--- src/rsf_map.svh ---
/*
 * register offsets, field positions, reset values and timing counts
 * for the receive status and front-end control block.
 * assumes a byte-wide register port with byte offsets as printed.
 */
`ifndef RSF_MAP_SVH
`define RSF_MAP_SVH

// register offsets
`define RSF_OFS_OPSTAT      8'h02
`define RSF_OFS_RXCTL1      8'h15
`define RSF_OFS_CFGAUX      8'h33
`define RSF_OFS_CFOPRE      8'h34
`define RSF_OFS_OFSMEAS     8'h35
`define RSF_OFS_TXACC       8'h3C
`define RSF_OFS_AMPCFG      8'h3D
`define RSF_OFS_LNACFG      8'h3E

// receive control one field positions
`define RSF_RX_EN_BIT       7
`define RSF_NO_PARSE_BIT    6
`define RSF_DECRYPT_BIT     5
`define RSF_APP_LQI_BIT     4
`define RSF_APP_RSSI_BIT    3
`define RSF_APP_CHANNEL_FORMAT_RATE_BIT    2
`define RSF_APP_CFO_BIT     1

// amplifier configuration field positions
`define RSF_POL_BIT         6
`define RSF_HEN_BIT         5

// auxiliary configuration: offset override bit
`define RSF_OVR_BIT         0

// reset values
`define RSF_RST_RXCTL1      8'h00
`define RSF_RST_TXACC       5'h00
`define RSF_RST_AMPCFG      8'h00
`define RSF_RST_LNACFG      8'h04

// radio operation codes
`define RSF_OP_TXPA         3'h7
`define RSF_OP_RXLNA        3'h6
`define RSF_OP_SYNTH        3'h5
`define RSF_OP_IDLE         3'h0

// one microsecond step at 100 MHz
`define RSF_STEP_NS         1000
`define RSF_CLK_NS          10
`define RSF_STEP_CYC        (`RSF_STEP_NS / `RSF_CLK_NS)

`endif

--- src/rsf_pkg.sv ---
/*
 * types for the receive status and front-end control block.
 * assumes rsf_map.svh holds all numeric constants.
 */
package rsf_pkg;

   // front-end sequencer states
   typedef enum logic [2:0] {
      RSF_IDLE  = 3'b000,
      RSF_TXUP  = 3'b001,
      RSF_TXON  = 3'b010,
      RSF_RXUP  = 3'b011,
      RSF_RXON  = 3'b100
   } rsf_fe_state_t;

   // status vector append states
   typedef enum logic [2:0] {
      RSF_AP_IDLE = 3'b000,
      RSF_AP_LQI  = 3'b001,
      RSF_AP_RSSI = 3'b010,
      RSF_AP_CHANNEL_FORMAT_RATE = 3'b011,
      RSF_AP_CFO  = 3'b100
   } rsf_ap_state_t;

endpackage : rsf_pkg

--- src/rsf_us_tick.sv ---
/*
 * microsecond enable divider.
 * assumes a 100 MHz clock; emits one-cycle pulses every step.
 */
`timescale 1ns/1ns
`include "rsf_map.svh"

module rsf_us_tick
   import rsf_pkg::*;
#(
   parameter int unsigned DIV = `RSF_STEP_CYC
)(
   input  wire logic clk,
   input  wire logic sys_rst,
   output logic      tick
);

   logic [7:0] cnt_q;

   // free running divider
   always_ff @(posedge clk or posedge sys_rst) begin
      if (sys_rst) begin
         cnt_q <= 8'h00;
         tick  <= 1'b0;
      end else if (cnt_q == 8'(DIV - 1)) begin
         cnt_q <= 8'h00;
         tick  <= 1'b1;
      end else begin
         cnt_q <= cnt_q + 8'h01;
         tick  <= 1'b0;
      end
   end

endmodule : rsf_us_tick

--- src/rsf_delay.sv ---
/*
 * microsecond delay counter: counts a programmed number of ticks.
 * assumes tick is a one-cycle enable from rsf_us_tick.
 */
`timescale 1ns/1ns
`include "rsf_map.svh"

module rsf_delay
   import rsf_pkg::*;
#(
   parameter int unsigned W = 5
)(
   input  wire logic         clk,
   input  wire logic         sys_rst,
   input  wire logic         start,
   input  wire logic         tick,
   input  wire logic [W-1:0] len,
   output logic              done
);

   logic [W-1:0] cnt_q;
   logic         run_q;

   // load on start, count down on ticks, done when zero reached
   always_ff @(posedge clk or posedge sys_rst) begin
      if (sys_rst) begin
         cnt_q <= '0;
         run_q <= 1'b0;
      end else if (start) begin
         cnt_q <= len;
         run_q <= 1'b1;
      end else if (run_q && cnt_q == '0) begin
         run_q <= 1'b0;
      end else if (run_q && tick) begin
         cnt_q <= cnt_q - 1'b1;
      end
   end

   assign done = run_q && (cnt_q == '0) && !start;

endmodule : rsf_delay

--- src/rsf_ctrl.sv ---
/*
 * receive control/status, status vector appending, offset readout and
 * external amplifier sequencing.
 * assumes the radio core supplies packet, measurement and mode events
 * on the same clock, and the security engine reports completion.
 */
// The implementer's own choice: the address-and-strobe port.
`timescale 1ns/1ns
`include "rsf_map.svh"

module rsf_ctrl
   import rsf_pkg::*;
(
   input  wire logic       clk,
   input  wire logic       sys_rst,
   // register port
   input  wire logic [7:0] reg_addr,
   input  wire logic [7:0] reg_wdata,
   input  wire logic       reg_wr,
   input  wire logic       reg_rd,
   output logic      [7:0] reg_rdata,
   // radio core events and measurements
   input  wire logic       mode_tx_stream,
   input  wire logic       mode_rx_stream,
   input  wire logic       rx_frame_start_flag,
   input  wire logic       pkt_active,
   input  wire logic       pkt_end,
   input  wire logic       frame_done,
   input  wire logic [7:0] cfo_est,
   input  wire logic [7:0] lqi_meas,
   input  wire logic [7:0] rssi_meas,
   input  wire logic [3:0] channel_code,
   input  wire logic       frame_format,
   input  wire logic [2:0] rate_code,
   input  wire logic       cca_req,
   input  wire logic       ack_wait,
   input  wire logic       tx_req,
   input  wire logic       synth_on,
   input  wire logic       sec_done,
   // outputs to the receive path
   output logic            pkt_discard,
   output logic            parse_en,
   output logic            cfo_est_en,
   output logic      [3:0] rx_precomp,
   output logic            sec_start,
   output logic            rx_on,
   output logic            rx_valid,
   // status vector write port into the packet buffer
   output logic            app_we,
   output logic      [7:0] app_data,
   // transmit path
   output logic            tx_on,
   output logic            tx_go,
   // external amplifier pins
   output logic            amp_pin,
   output logic            lna_pin
);

   ////////////////////////////////////////////////////////////////////
   // registers

   logic [7:0]    rxctl_q;
   logic [4:0]    txacc_q;
   logic [7:0]    ampcfg_q;
   logic [7:0]    lnacfg_q;
   logic [7:0]    cfopre_q;
   logic          ovr_q;
   logic [7:0]    ofs_q;
   logic [2:0]    radio_operation_state;
   rsf_fe_state_t fe_q;
   logic          rx_en;
   logic          tick;
   logic          tx_dly_done;
   logic          amp_dly_done;
   logic          lna_dly_done;
   logic          fe_start_tx;
   logic          fe_start_rx;
   logic          rx_need;

   assign rx_en = rxctl_q[`RSF_RX_EN_BIT];

   // write decode helper
   function automatic logic wr_hit(input logic [7:0] a);
      return reg_wr && (reg_addr == a);
   endfunction : wr_hit

   // receive control one: mode writes and self-clear beat host writes
   always_ff @(posedge clk or posedge sys_rst) begin
      if (sys_rst) begin
         rxctl_q <= `RSF_RST_RXCTL1;
      end else begin
         if (wr_hit(`RSF_OFS_RXCTL1)) begin
            rxctl_q <= {reg_wdata[7:1], 1'b0};
         end
         if (mode_tx_stream) begin
            rxctl_q[`RSF_RX_EN_BIT] <= 1'b0;
         end else if (mode_rx_stream) begin
            rxctl_q[`RSF_RX_EN_BIT] <= 1'b1;
         end
         if (sec_done) begin
            rxctl_q[`RSF_DECRYPT_BIT] <= 1'b0;
         end
      end
   end

   // front-end and precompensation configuration
   always_ff @(posedge clk or posedge sys_rst) begin
      if (sys_rst) begin
         txacc_q  <= `RSF_RST_TXACC;
         ampcfg_q <= `RSF_RST_AMPCFG;
         lnacfg_q <= `RSF_RST_LNACFG;
         cfopre_q <= 8'h00;
         ovr_q    <= 1'b0;
      end else begin
         if (wr_hit(`RSF_OFS_TXACC))  txacc_q  <= reg_wdata[4:0];
         if (wr_hit(`RSF_OFS_AMPCFG)) ampcfg_q <= {1'b0, reg_wdata[6:0]};
         if (wr_hit(`RSF_OFS_LNACFG)) lnacfg_q <= {1'b0, reg_wdata[6:0]};
         if (wr_hit(`RSF_OFS_CFOPRE)) cfopre_q <= reg_wdata;
         if (wr_hit(`RSF_OFS_CFGAUX)) ovr_q    <= reg_wdata[`RSF_OVR_BIT];
      end
   end

   // offset measurement: loaded at frame start unless overridden, cleared at frame end
   always_ff @(posedge clk or posedge sys_rst) begin
      if (sys_rst) begin
         ofs_q <= 8'h00;
      end else if (rx_frame_start_flag && !ovr_q) begin
         ofs_q <= cfo_est;
      end else if (frame_done) begin
         ofs_q <= 8'h00;
      end
   end

   // override disables estimation and masks receive precompensation
   assign cfo_est_en = !ovr_q;
   assign rx_precomp = ovr_q ? 4'h0 : cfopre_q[3:0];

   // parsing and security processing controls
   assign parse_en  = !rxctl_q[`RSF_NO_PARSE_BIT];
   assign sec_start = rxctl_q[`RSF_DECRYPT_BIT];

   // read data one cycle after the strobe; reserved bits read zero
   always_ff @(posedge clk or posedge sys_rst) begin
      if (sys_rst) begin
         reg_rdata <= 8'h00;
      end else if (reg_rd) begin
         case (reg_addr)
            `RSF_OFS_OPSTAT:  reg_rdata <= {5'h00, radio_operation_state};
            `RSF_OFS_RXCTL1:  reg_rdata <= rxctl_q;
            `RSF_OFS_CFGAUX:  reg_rdata <= {7'h00, ovr_q};
            `RSF_OFS_CFOPRE:  reg_rdata <= cfopre_q;
            `RSF_OFS_OFSMEAS: reg_rdata <= ofs_q;
            `RSF_OFS_TXACC:   reg_rdata <= {3'h0, txacc_q};
            `RSF_OFS_AMPCFG:  reg_rdata <= ampcfg_q;
            `RSF_OFS_LNACFG:  reg_rdata <= lnacfg_q;
            default:          reg_rdata <= 8'h00;
         endcase
      end else begin
         reg_rdata <= 8'h00;
      end
   end

   ////////////////////////////////////////////////////////////////////
   // packet abort

   logic rx_en_prev_q;

   // falling receive enable during a packet discards it
   always_ff @(posedge clk or posedge sys_rst) begin
      if (sys_rst) begin
         rx_en_prev_q <= 1'b0;
         pkt_discard  <= 1'b0;
      end else begin
         rx_en_prev_q <= rx_en;
         pkt_discard  <= rx_en_prev_q && !rx_en && pkt_active;
      end
   end

   ////////////////////////////////////////////////////////////////////
   // status vector appending, after the frame, length untouched

   rsf_ap_state_t ap_q;
   logic [3:0]    ap_en_q;
   logic [7:0]    cfo_frame_q;

   // next enabled field at or after a given slot
   function automatic rsf_ap_state_t ap_next(input logic [3:0] en,
                                             input int         from);
      rsf_ap_state_t r;
      r = RSF_AP_IDLE;
      // scan from the last slot so the earliest enabled slot wins
      for (int i = 0; i <= 3; i++) begin
         if (en[i] && (3 - i) >= from) r = rsf_ap_state_t'(4 - i);
      end
      return r;
   endfunction : ap_next

   // walk enabled fields in fixed order, one byte per cycle
   always_ff @(posedge clk or posedge sys_rst) begin
      if (sys_rst) begin
         ap_q        <= RSF_AP_IDLE;
         ap_en_q     <= 4'h0;
         cfo_frame_q <= 8'h00;
      end else begin
         if (rx_frame_start_flag) cfo_frame_q <= cfo_est;
         case (ap_q)
            RSF_AP_IDLE: begin
               if (pkt_end && !pkt_discard) begin
                  ap_en_q <= rxctl_q[4:1];
                  ap_q    <= ap_next(rxctl_q[4:1], 0);
               end
            end
            RSF_AP_LQI:  ap_q <= ap_next(ap_en_q, 1);
            RSF_AP_RSSI: ap_q <= ap_next(ap_en_q, 2);
            RSF_AP_CHANNEL_FORMAT_RATE: ap_q <= ap_next(ap_en_q, 3);
            RSF_AP_CFO:  ap_q <= RSF_AP_IDLE;
            default:     ap_q <= RSF_AP_IDLE;
         endcase
      end
   end

   // byte chosen by the current append slot; length field never written
   always_ff @(posedge clk or posedge sys_rst) begin
      if (sys_rst) begin
         app_we   <= 1'b0;
         app_data <= 8'h00;
      end else begin
         app_we <= (ap_q != RSF_AP_IDLE);
         case (ap_q)
            RSF_AP_LQI:  app_data <= lqi_meas;
            RSF_AP_RSSI: app_data <= rssi_meas;
            RSF_AP_CHANNEL_FORMAT_RATE: app_data <= {channel_code, frame_format,
                                      rate_code};
            RSF_AP_CFO:  app_data <= cfo_frame_q;
            default:     app_data <= 8'h00;
         endcase
      end
   end

   ////////////////////////////////////////////////////////////////////
   // front-end sequencing

   rsf_us_tick u_tick (
      .clk     (clk),
      .sys_rst (sys_rst),
      .tick    (tick)
   );

   // amplifier wait: external amplifier delay when enabled, else tx delay
   logic [4:0] tx_len;
   assign tx_len = ampcfg_q[`RSF_HEN_BIT] ? ampcfg_q[4:0] : txacc_q;

   rsf_delay #(.W(5)) u_txdly (
      .clk     (clk),
      .sys_rst (sys_rst),
      .start   (fe_start_tx),
      .tick    (tick),
      .len     (tx_len),
      .done    (tx_dly_done)
   );

   rsf_delay #(.W(5)) u_lownoise_delay (
      .clk     (clk),
      .sys_rst (sys_rst),
      .start   (fe_start_rx),
      .tick    (tick),
      .len     (lnacfg_q[4:0]),
      .done    (lna_dly_done)
   );

   assign amp_dly_done = tx_dly_done;
   assign rx_need      = rx_en || cca_req || ack_wait;
   assign fe_start_tx  = (fe_q == RSF_IDLE) && tx_req;
   assign fe_start_rx  = (fe_q == RSF_IDLE) && !tx_req && rx_need;

   // transmit takes priority; receive entered on demand
   always_ff @(posedge clk or posedge sys_rst) begin
      if (sys_rst) begin
         fe_q <= RSF_IDLE;
      end else begin
         case (fe_q)
            RSF_IDLE: begin
               if (fe_start_tx)      fe_q <= RSF_TXUP;
               else if (fe_start_rx) fe_q <= RSF_RXUP;
            end
            RSF_TXUP: begin
               if (!tx_req)           fe_q <= RSF_IDLE;
               else if (amp_dly_done) fe_q <= RSF_TXON;
            end
            RSF_TXON: if (!tx_req) fe_q <= RSF_IDLE;
            RSF_RXUP: begin
               if (!rx_need || tx_req) fe_q <= RSF_IDLE;
               else if (lna_dly_done)  fe_q <= RSF_RXON;
            end
            RSF_RXON: if (!rx_need || tx_req) fe_q <= RSF_IDLE;
            default:  fe_q <= RSF_IDLE;
         endcase
      end
   end

   logic amp_act;
   logic lna_act;
   assign amp_act = ampcfg_q[`RSF_HEN_BIT] &&
                    (fe_q == RSF_TXUP || fe_q == RSF_TXON);
   assign lna_act = lnacfg_q[`RSF_HEN_BIT] &&
                    (fe_q == RSF_RXUP || fe_q == RSF_RXON);

   // pins: active drives the polarity bit, inactive its inverse
   always_ff @(posedge clk or posedge sys_rst) begin
      if (sys_rst) begin
         amp_pin <= 1'b1;
         lna_pin <= 1'b1;
      end else begin
         amp_pin <= amp_act ? ampcfg_q[`RSF_POL_BIT]
                            : !ampcfg_q[`RSF_POL_BIT];
         lna_pin <= lna_act ? lnacfg_q[`RSF_POL_BIT]
                            : !lnacfg_q[`RSF_POL_BIT];
      end
   end

   assign tx_on    = (fe_q == RSF_TXUP) || (fe_q == RSF_TXON);
   assign tx_go    = (fe_q == RSF_TXON);
   assign rx_on    = (fe_q == RSF_RXUP) || (fe_q == RSF_RXON);
   assign rx_valid = (fe_q == RSF_RXON);

   // radio operation status code
   always_comb begin
      if (amp_act)                       radio_operation_state = `RSF_OP_TXPA;
      else if (lna_act)                  radio_operation_state = `RSF_OP_RXLNA;
      else if (synth_on && (ampcfg_q[`RSF_HEN_BIT] ||
                            lnacfg_q[`RSF_HEN_BIT]))
                                         radio_operation_state = `RSF_OP_SYNTH;
      else                               radio_operation_state = `RSF_OP_IDLE;
   end

   ////////////////////////////////////////////////////////////////////
   // assertions

   AST_OFS_LOAD: assert property (@(posedge clk) disable iff (sys_rst)
      rx_frame_start_flag && !ovr_q |=> ofs_q == $past(cfo_est))
      else $error("offset register not loaded at frame start");
   AST_OFS_HOLD: assert property (@(posedge clk) disable iff (sys_rst)
      ovr_q && !frame_done |=> $stable(ofs_q))
      else $error("offset register moved under override");
   AST_PRECOMP: assert property (@(posedge clk) disable iff (sys_rst)
      ovr_q |-> rx_precomp == 4'h0 && !cfo_est_en)
      else $error("precompensation not ignored under override");
   AST_STRM_TX: assert property (@(posedge clk) disable iff (sys_rst)
      mode_tx_stream |=> !rx_en)
      else $error("receive enable not cleared by tx streaming");
   AST_STRM_RX: assert property (@(posedge clk) disable iff (sys_rst)
      mode_rx_stream && !mode_tx_stream |=> rx_en)
      else $error("receive enable not set by rx streaming");
   AST_ABORT: assert property (@(posedge clk) disable iff (sys_rst)
      $fell(rx_en) && pkt_active |=> pkt_discard)
      else $error("packet not discarded on receive disable");
   AST_FORCE_RX: assert property (@(posedge clk) disable iff (sys_rst)
      (cca_req || ack_wait) && !tx_req && fe_q == RSF_IDLE
      |=> fe_q == RSF_RXUP)
      else $error("radio not forced to receive");
   AST_DEC_CLR: assert property (@(posedge clk) disable iff (sys_rst)
      sec_done |=> !rxctl_q[`RSF_DECRYPT_BIT])
      else $error("decrypt bit did not self-clear");
   AST_AMP_OFF: assert property (@(posedge clk) disable iff (sys_rst)
      !ampcfg_q[`RSF_HEN_BIT] |=> amp_pin == !$past(ampcfg_q[6]))
      else $error("amplifier line active while disabled");
   // a zero delay legally reaches the on state in two cycles
   AST_TX_WAIT: assert property (@(posedge clk) disable iff (sys_rst)
      fe_q == RSF_IDLE && tx_req && tx_len != 5'h00 ##1 tx_req[*2]
      |-> !tx_go)
      else $error("transmission began before access delay");
   AST_ORDER: assert property (@(posedge clk) disable iff (sys_rst)
      ap_q == RSF_AP_LQI && ap_en_q[2] |=> ap_q == RSF_AP_RSSI)
      else $error("status vector fields out of order");
   AST_RADIO_OPERATION_STATE: assert property (@(posedge clk) disable iff (sys_rst)
      amp_act |-> radio_operation_state == 3'h7)
      else $error("operation status wrong during tx with amplifier");

   COV_TX: cover property (@(posedge clk) disable iff (sys_rst)
      fe_q == RSF_TXUP ##[1:1000] fe_q == RSF_TXON);
   COV_RX: cover property (@(posedge clk) disable iff (sys_rst)
      fe_q == RSF_RXUP ##[1:1000] fe_q == RSF_RXON);
   COV_APP: cover property (@(posedge clk) disable iff (sys_rst)
      ap_q == RSF_AP_LQI ##1 ap_q == RSF_AP_RSSI);
   COV_ABORT: cover property (@(posedge clk) disable iff (sys_rst)
      pkt_discard);

endmodule : rsf_ctrl

--- config.mk ---
export PLATFORM = sky130hd
export DESIGN_NAME = rsf_ctrl
export DESIGN_NICKNAME = d
export VERILOG_FILES = /design/src/rsf_pkg.sv /design/src/rsf_us_tick.sv /design/src/rsf_delay.sv /design/src/rsf_ctrl.sv
export VERILOG_INCLUDE_DIRS = /design/src
export SDC_FILE = /design/constraint.sdc
export NUM_CORES = 1
export LEC_CHECK = 0
export BUFFER_PORTS_ARGS = -buffer_cell sky130_fd_sc_hd__buf_2
export CORE_ASPECT_RATIO = 1.25
export CORE_MARGIN = 5
export CORE_UTILIZATION = 30
export CTS_CLUSTER_SIZE = 16
export DETAILED_ROUTE_END_ITERATION = 8
export PLACE_DENSITY_LB_ADDON = 0.12
export SLEW_MARGIN = 30
export SYNTH_ARGS = -nofsm -noshare
export SYNTH_HDL_FRONTEND = slang
export SYNTH_SLANG_ARGS = --single-unit
--- constraint.sdc ---
create_clock -name clk -period 3.5 [get_ports clk]
set_input_delay 0.875 -clock clk [delete_from_list [all_inputs] [get_ports clk]]
set_output_delay 0.875 -clock clk [all_outputs]
set_load 0.05 [all_outputs]
; After elaboration in Yosys (flattened, before gate mapping)
; Cells that the tools add are included.
[op_classes]
addsub = 3
n_eq_ne = 25
mux = 46
n_reduce_logical = 54
[ops]
columns = cell, count
row1 = case mux 8 bit (8 select lines), 1
row2 = two-way mux 3 bit, 19
row3 = "== test 8 x 6 -> 1 bit, second input constant", 6
row4 = two-way mux 8 bit, 5
row5 = two-way mux 5 bit, 7
row6 = case mux 8 bit (4 select lines), 1
row7 = logical AND 1 bit, 22
row8 = case mux 3 bit (5 select lines), 1
row9 = "== test 3 x 2 -> 1 bit, second input constant", 4
row10 = case mux 3 bit (4 select lines), 1
row11 = nonzero test 2 bit, 6
row12 = logical NOT 1 bit, 10
row13 = logical NOT 5 bit, 2
row14 = two-way mux 1 bit, 10
row15 = "subtractor 5 x 1 -> 5 bit, second input constant", 2
row16 = "adder 8 x 1 -> 8 bit, second input constant", 1
row17 = "== test 8 x 2 -> 1 bit, second input constant", 1
row18 = "== test 8 x 5 -> 1 bit, second input constant", 1
row19 = "== test 8 x 7 -> 1 bit, second input constant", 1
row20 = "== test 3 x 1 -> 1 bit, second input constant", 2
row21 = "== test 3 bit, second input constant", 2
row22 = logical NOT 3 bit, 2
row23 = logical OR 1 bit, 6
row24 = "inequality test 2 x 1 -> 1 bit, second input constant", 3
row25 = other kinds (7), 12
[word_totals]
output_inout_bits = 31
ff_bits = 102
wordCells = 154

; Depth between registers and ports, before layout
; Gate-level depths: netlist (run 1).
[logic_depth]
word_depth = 8
mapped_depth = 7
depth_no_buf = 7

; Modules after synthesis
; From an unflattened synthesis (run 1), not the netlist that was laid out.
[hier_totals]
hier_cells = 499
hier_area_um2 = 5185.0
[modules_own_cells]
columns = module, seq_area_each_um2, area_each_um2, instances, cells_each
row1 = rsf_ctrl, 2030.7, 4102.7, 1, 392
row2 = rsf_delay, 150.1, 339.1, 2, 37
row3 = rsf_us_tick, 225.2, 404.1, 1, 33

; Worst setup path before layout (run 1)
; Ideal clock, no wire load.
[synth_path]
path_kind = register to output
startpoint = register fe_q[1]
endpoint = output tx_on
path_buffers = 1
arrival_time_ps = 1479
path_slack_ps = 1146
stages_incl_launch_ff = 4
t_required_ps = 2625
path_cell_list = dfrtp_1 > buf_2 > nand2b_1 > a21oi_1
[synth_between]
elab_chain_len = 2
elab_cells_between_ends = 3
cone_classes = 2 x eq/ne / 1 x reduce/logical
[synth_rtl]
columns = item, line
row1 = start: declaration, rsf_ctrl.sv:70  ; rsf_fe_state_t fe_q;
row2 = start signal: assignment, rsf_ctrl.sv:279  ; fe_q <= RSF_IDLE;
row3 = start signal: assignment, rsf_ctrl.sv:283  ; if (fe_start_tx) fe_q <= RSF_TXUP;
row4 = start signal: assignment, rsf_ctrl.sv:284  ; else if (fe_start_rx) fe_q <= RSF_RXUP;
row5 = == test 3 x 1 -> 1 bit or == test 3 x 2 -> 1 bit (tied branches), rsf_ctrl.sv:321  ; assign tx_on = (fe_q == RSF_TXUP) || (fe_q == RSF_TXON);
row6 = logical OR 1 bit *, rsf_ctrl.sv:321
row7 = end: declaration, rsf_ctrl.sv:52  ; output logic tx_on,
; Mark *: on every way between the ends. The rest lies on a longest branch, timed or not.

; Final worst setup path (run 1)
[layout_path]
startpoint = register fe_q[0]
endpoint = output tx_on
; Same word-level chain as after synthesis.

==> run metrics, run 1 <==
complex-gate fraction of the synthesized area=0.113; Hold Violations, Final=0; Final ANT Viol Nets=0; width of the die=around 130 um; pwr/cell area=between 500 and 600 nW/um^2; HP Class=reg2reg; worst-path maximum fanout=7; dominant cell by count in the synthesized netlist=dfrtp_1; Buf+Inv Stages, Crit Path=1; Clk Tree Root Cell=clkbuf_16; Worst Tran Pin Value=roughly 0.84 ns; GP Congestion=0.811; Max transition margin=0.431; pre-CTS setup slack=about 0.84 ns; synth warn=0; Post-Synth Simple-Gate Area=0.153; DRT Pass-1 Iters=4; vias per inst=between 4 and 5; kind of cell adding the most delay to the critical path=flip-flops; GR Util All Layers=0.137; Fill cells=about 1700; Synth cell types=62; Crit Path Class=reg2out; static leakage=between 2 and 3 nW; Post-synth top flop=dfrtp_1; number of global-route vias before repair=slightly below 4000; Synth Register Bits=approximately 100; CTS Buf Count=9; Port Buf Inserts=93; Detailed Place HPWL=around 9.6 mm; share of layout cells above drive strength 1=0.342; core area=about 17000 um^2; DR vias=between 3000 and 4000; placed cell area=roughly 5700 um^2; Iter 0 DRT Violations=170; xor/xnor share of the synthesized area=0.0279; adder-cell area share of the yosys netlist=0.0124; Max Fclk=0.401 GHz; CTS Hold Bufs=0; # rows=53; sequential share of the synthesized area=0.509; Synth top area share=0.493; final worst-path setup slack=between 1 and 1.5 ns; CTS tree=built; DR WL/cell=between 15 and 20 um; grt total ovfl=0; most common library cells after synthesis=dfrtp_1 (99), mux2_2 (41), nand2_1 (39), o21ai_0 (27), a21oi_1 (26); clk buf depth=2; Synth Area per Inst=~11 um^2; asr flop ratio synth=1.00; clk slew on worst S/H paths=approximately 0.070 ns; largest net degree at the start of global routing=around 100; die area=between 15000 and 20000 um^2; total power=3.02 mW; maxcap violations=0; Final Hold Slack=approximately 0.46 ns; post_cts resized=0; RSZ-0062 raised after global routing=false; Pins Over Slew Limit=0; area grow syn2layout=19.7%; largest family of logic cells by synthesized area=multiplexers; io pins=94; Clock Sinks=just over 100; DRC violations left=0; status=finished, final reports clean; final instance area=around 6000 um^2; setup TNS=0 ns; post-synthesis cell count=444; Post-CTS Setup Bufs=0; Req. time, crit path=roughly 2.6 ns; multiplexer share of the synthesized area=0.161; Total Nets Final=604; largest cells by area after synthesis=dfrtp_1 (49%), mux2_2 (9.2%), mux2_4 (3.9%), mux2i_1 (3.0%), nand2_1 (2.9%); Worst path slowest cell=dfrtp_1; Post-synth EDFFs=0; Final min period=roughly 2.5 ns; Net Count, Synth=roughly 500; Synth Cell Area=5030 um^2; Die Y-Extent=~150 um; fin crit share=0.713; final clock skew=0.00634 ns; area leader, netlist=dfrtp_1; Max VDD drop=between 0.2 and 0.3 mV; Setup crit start kind=register; # diodes=0; final setup vio count=0; Starting Density=0.302; clk_lat worst skew=0.34 ns; initial antenna violation count=0; CP peak stage delay=~0.44 ns; final wirelength=between 10 and 15 mm; CP cell instances=nand2b_1 -> a21oi_1 -> buf_2; htree depth=3; Crit. End Element=output port; critical path data arrival time=about 1.6 ns; first-pass GRT wire length=21.1 mm
==> registers in the layout, summed over array words and instances, names as in the netlist, 5 cells and up <==
signal and count:
app_data 8, cfo_frame_q 8, cfopre_q 8, ofs_q 8, reg_rdata 8, u_tick.cnt_q 8
ampcfg_q 7, lnacfg_q 7, rxctl_q 7, txacc_q 5, u_lownoise_delay.cnt_q 5, u_txdly.cnt_q 5
==> layout make-up <==
type / instances / area (um^2) / area share
Clock buffer: 9 / 225 / 0.0374
Clock inverter: 7 / 73.8 / 0.0123
Inverter: 12 / 48.8 / 0.00811
Multi-Input combinational cell: 316 / 2350 / 0.390
Sequential cell: 102 / 2560 / 0.425
Tap cell: 220 / 275 / 0.0457
Timing Repair Buffer: 95 / 493 / 0.0819
==> metrics by stage <==
stage | std cells | util
2_1_floorplan | 444 | -
3_3_place_gp | 745 | 0.344
3_5_place_dp | 745 | 0.344
4_1_cts | 761 | 0.362
5_1_grt | 761 | 0.362
6_report | 761 | 0.362
==> layer usage <==
layer	track usage	routed length, um
met1	0.168	5500
met2	0.238	6510
met3	0.0225	462
met4	0.0562	308
met5	0	0
==> kinds of logic after synthesis <==
group / after synthesis
AND/OR/NAND/NOR: 136
flip-flops: 102
AO/OA/AOI/OAI: 90
multiplexers: 69
buffers and inverters: 26
XOR/XNOR: 16
adder cells (fa/ha/maj): 5
==> cells in the final DEF, fill, tap and decap left out, drive strengths merged, types with 4 or more instances in the layout <==
cell type	count
nand3	14
inv	12
nor2	23
buf	95
o21ai	28
xnor2	9
a21o	4
clkinv	4
nor3	13
a21oi	26
clkbuf	9
nand2b	13
nand2	42
dfrtp	99
a22oi	16
mux2	54
nor2b	9
xor2	7
ha	5
mux2i	15
==> where the power goes <==
| group | leakage [nW] | total [mW] | internal [mW] | switching [mW] |
|---|---|---|---|---|
| Combinational | 1.31 | 0.590 | 0.225 | 0.365 |
| Sequential | 1.34 | 1.41 | 1.29 | 0.119 |
| Clock | 0.146 | 1.01 | 0.557 | 0.456 |
==> path summary, 6_finish.rpt <==
check | startpoint | end | slack (ns) | cells after the start
worst max register to register | ap_q[1] | ap_q[0] | 1.63 | 4
max in group asynchronous | sys_rst | amp_pin | 2.39 | 3
worst min register to register | ampcfg_q[6] | amp_pin | 0.46 | 1
worst max-delay path | fe_q[0] | tx_on | 1.00 | 3
worst min-delay path | ampcfg_q[6] | amp_pin | 0.46 | 1
min in group asynchronous | sys_rst | rx_en_prev_q | 0.68 | 3
(Power assumes the default switching activity.)
==> inputs of run 2 (changes only) <==
clock period = 2.15 ns   (was 3.5 ns; I/O delays follow)
==> run 2 against run 1 <==
Global-route usage about the same. Worst hold slack worse by 0.32 ns. Worst setup slack worse by 0.92 ns. Clock-buffer cell count up 2. Critical path type unchanged.
==> run metrics, run 2 (synthesis results as in run 1) <==
Final min period=2.07 ns; GR Util All Layers=0.137 (+0.000439); fin crit share=0.963; grt total ovfl=0 (unchanged); Req. time, crit path=1.61 ns (-1.01 ns); DRT Pass-1 Iters=4 (unchanged); core area=16600 um^2 (unchanged); total power=5.25 mW (+74%); CTS tree=built; clk slew on worst S/H paths=0.07 ns (about the same); initial antenna violation count=0 (unchanged); final clock skew=0.00689 ns (+0.000554 ns); area grow syn2layout=23.7%; DRC violations left=0 (unchanged); pwr/cell area=844 nW/um^2 (+69%); final wirelength=12.9 mm (+1.2%); clk_lat worst skew=0.35 ns (about the same); CP cell instances=or3b_1 -> inv_1 -> clkbuf_4; Total Nets Final=621 (+2.8%); Worst Tran Pin Value=0.473 ns (-0.370 ns); Iter 0 DRT Violations=158 (-7.1%); Port Buf Inserts=93 (unchanged); kind of cell adding the most delay to the critical path=flip-flops; GP Congestion=0.799 (-1.4%); Max transition margin=0.680 (+0.250); Crit. End Element=output port; Starting Density=0.302 (unchanged); DR WL/cell=16.6 um (-1.0%); HP Class=in2async; setup TNS=0 ns (unchanged); static leakage=2.91 nW (+4.2%); Final ANT Viol Nets=0 (unchanged); Clk Tree Root Cell=clkbuf_16; Worst path slowest cell=dfrtp_1; CP peak stage delay=0.47 ns (+0.03 ns); commonest non-fill, non-tap cells in the layout=dfrtp_1 (98), buf_2 (90), mux2_2 (41); worst-path maximum fanout=7 (unchanged); status=finished, final reports clean; CTS Hold Bufs=0 (unchanged); Max VDD drop=0.361 mV (+34%); Pins Over Slew Limit=0 (unchanged); CTS Buf Count=9 (unchanged); share of layout cells above drive strength 1=0.366 (+0.0236); width of the die=126 um (unchanged); Crit Path Class=reg2out; die area=19500 um^2 (unchanged); Detailed Place HPWL=9.94 mm (+3.3%); largest net degree at the start of global routing=67 (-35%); commonest non-fill, non-tap cell in the layout=dfrtp_1; # rows=53 (unchanged); Hold Violations, Final=0 (unchanged); # diodes=0 (unchanged); final setup vio count=0 (unchanged); Die Y-Extent=155 um (unchanged); multi-input logic area=2350 um^2 (+0.16%); FF+latch area=2560 um^2 (about the same); clk buf depth=2 (unchanged); Fill cells=1703 (-1.6%); htree depth=3 (unchanged); DR vias=3730 (+3.9%); maxcap violations=0 (unchanged); Buf+Inv Stages, Crit Path=2 (+1); vias per inst=4.79 (+1.6%); RSZ-0062 raised after global routing=false; final core occ=0.374 (+0.0121); io pins=94 (unchanged); first-pass GRT wire length=21.1 mm (+0.17%); Max Fclk=approximately 0.48 GHz; critical path data arrival time=1.53 ns (-0.09 ns); Clock Sinks=102 (unchanged); number of global-route vias before repair=3888 (+0.10%); Setup crit start kind=register
[run 2: worst register-to-register path, stage by stage, from the launching register on]
cell	delay [ns]
dfrtp_1	0.41
inv_1	0.09
ha_1	0.13
or4b_1	0.56
nand3_1	0.22
nor4_1	0.08
xnor2_1	0.13
mux2i_1	0.08
[run 2: area by class of cell]
class                   count  area share
flip-flops and latches    102       0.411
clock inverters             5      0.0167
repair buffers            112       0.102
well taps                 220      0.0443
inverters                  12     0.00785
multi-input cells         316       0.378
clock buffers              11      0.0406
[run 2: what timing repair did]
| action | 4_1_cts | 5_1_grt |
|---|---|---|
| pin swaps | 0 | 0 |
| buffers inserted | 0 | 0 |
| gates resized for setup | 2 | 4 |
| setup endpoints to repair | 2 | 3 |
[run 2: metal layers]
layer,vias to the layer above,global-route usage,part of all wire
met5,-,0,0
met4,0,0.0511,0.019
met3,18,0.0294,0.044
met2,78,0.236,0.51
met1,1829,0.169,0.43
li1,1805,-,-
[run 2: power by group]
group / switching (mW) / internal, mW / total (mW)
logic: 0.602 / 0.410 / 1.01
clock network: 0.738 / 1.20 / 1.94
registers: 0.189 / 2.11 / 2.30
total: 1.53 / 3.72 / 5.25
[run 2: final timing paths]
| check | start | endpoint | slack (ns) | depth (start not counted) |
|---|---|---|---|---|
| min | sys_rst | rxctl_q[7] | 0.14 | 2 |
| min in group clk | mode_tx_stream | rxctl_q[7] | 0.33 | 2 |
| max reg2reg | u_txdly.cnt_q[0] | u_txdly.cnt_q[3] | 0.33 | 7 |
| max in group asynchronous | sys_rst | lnacfg_q[2] | 1.32 | 3 |
| min reg2reg | rx_en_prev_q | pkt_discard | 0.47 | 2 |
| max | fe_q[2] | rx_valid | 0.08 | 3 |
[run 2: per-stage QoR]
step | instances | hold WS (ns) | setup WS [ns] | instance area [um^2]
2_1_floorplan | 444 | 0.414 | 0.00392 | 5030
3_3_place_gp | 762 | 0.464 | 0.0916 | 5850
3_5_place_dp | 762 | 0.466 | 0.0447 | 5850
4_1_cts | 778 | 0.137 | 0.0157 | 6210
5_1_grt | 778 | 0.148 | 0.00333 | 6220
6_report | 778 | 0.138 | 0.0799 | 6220
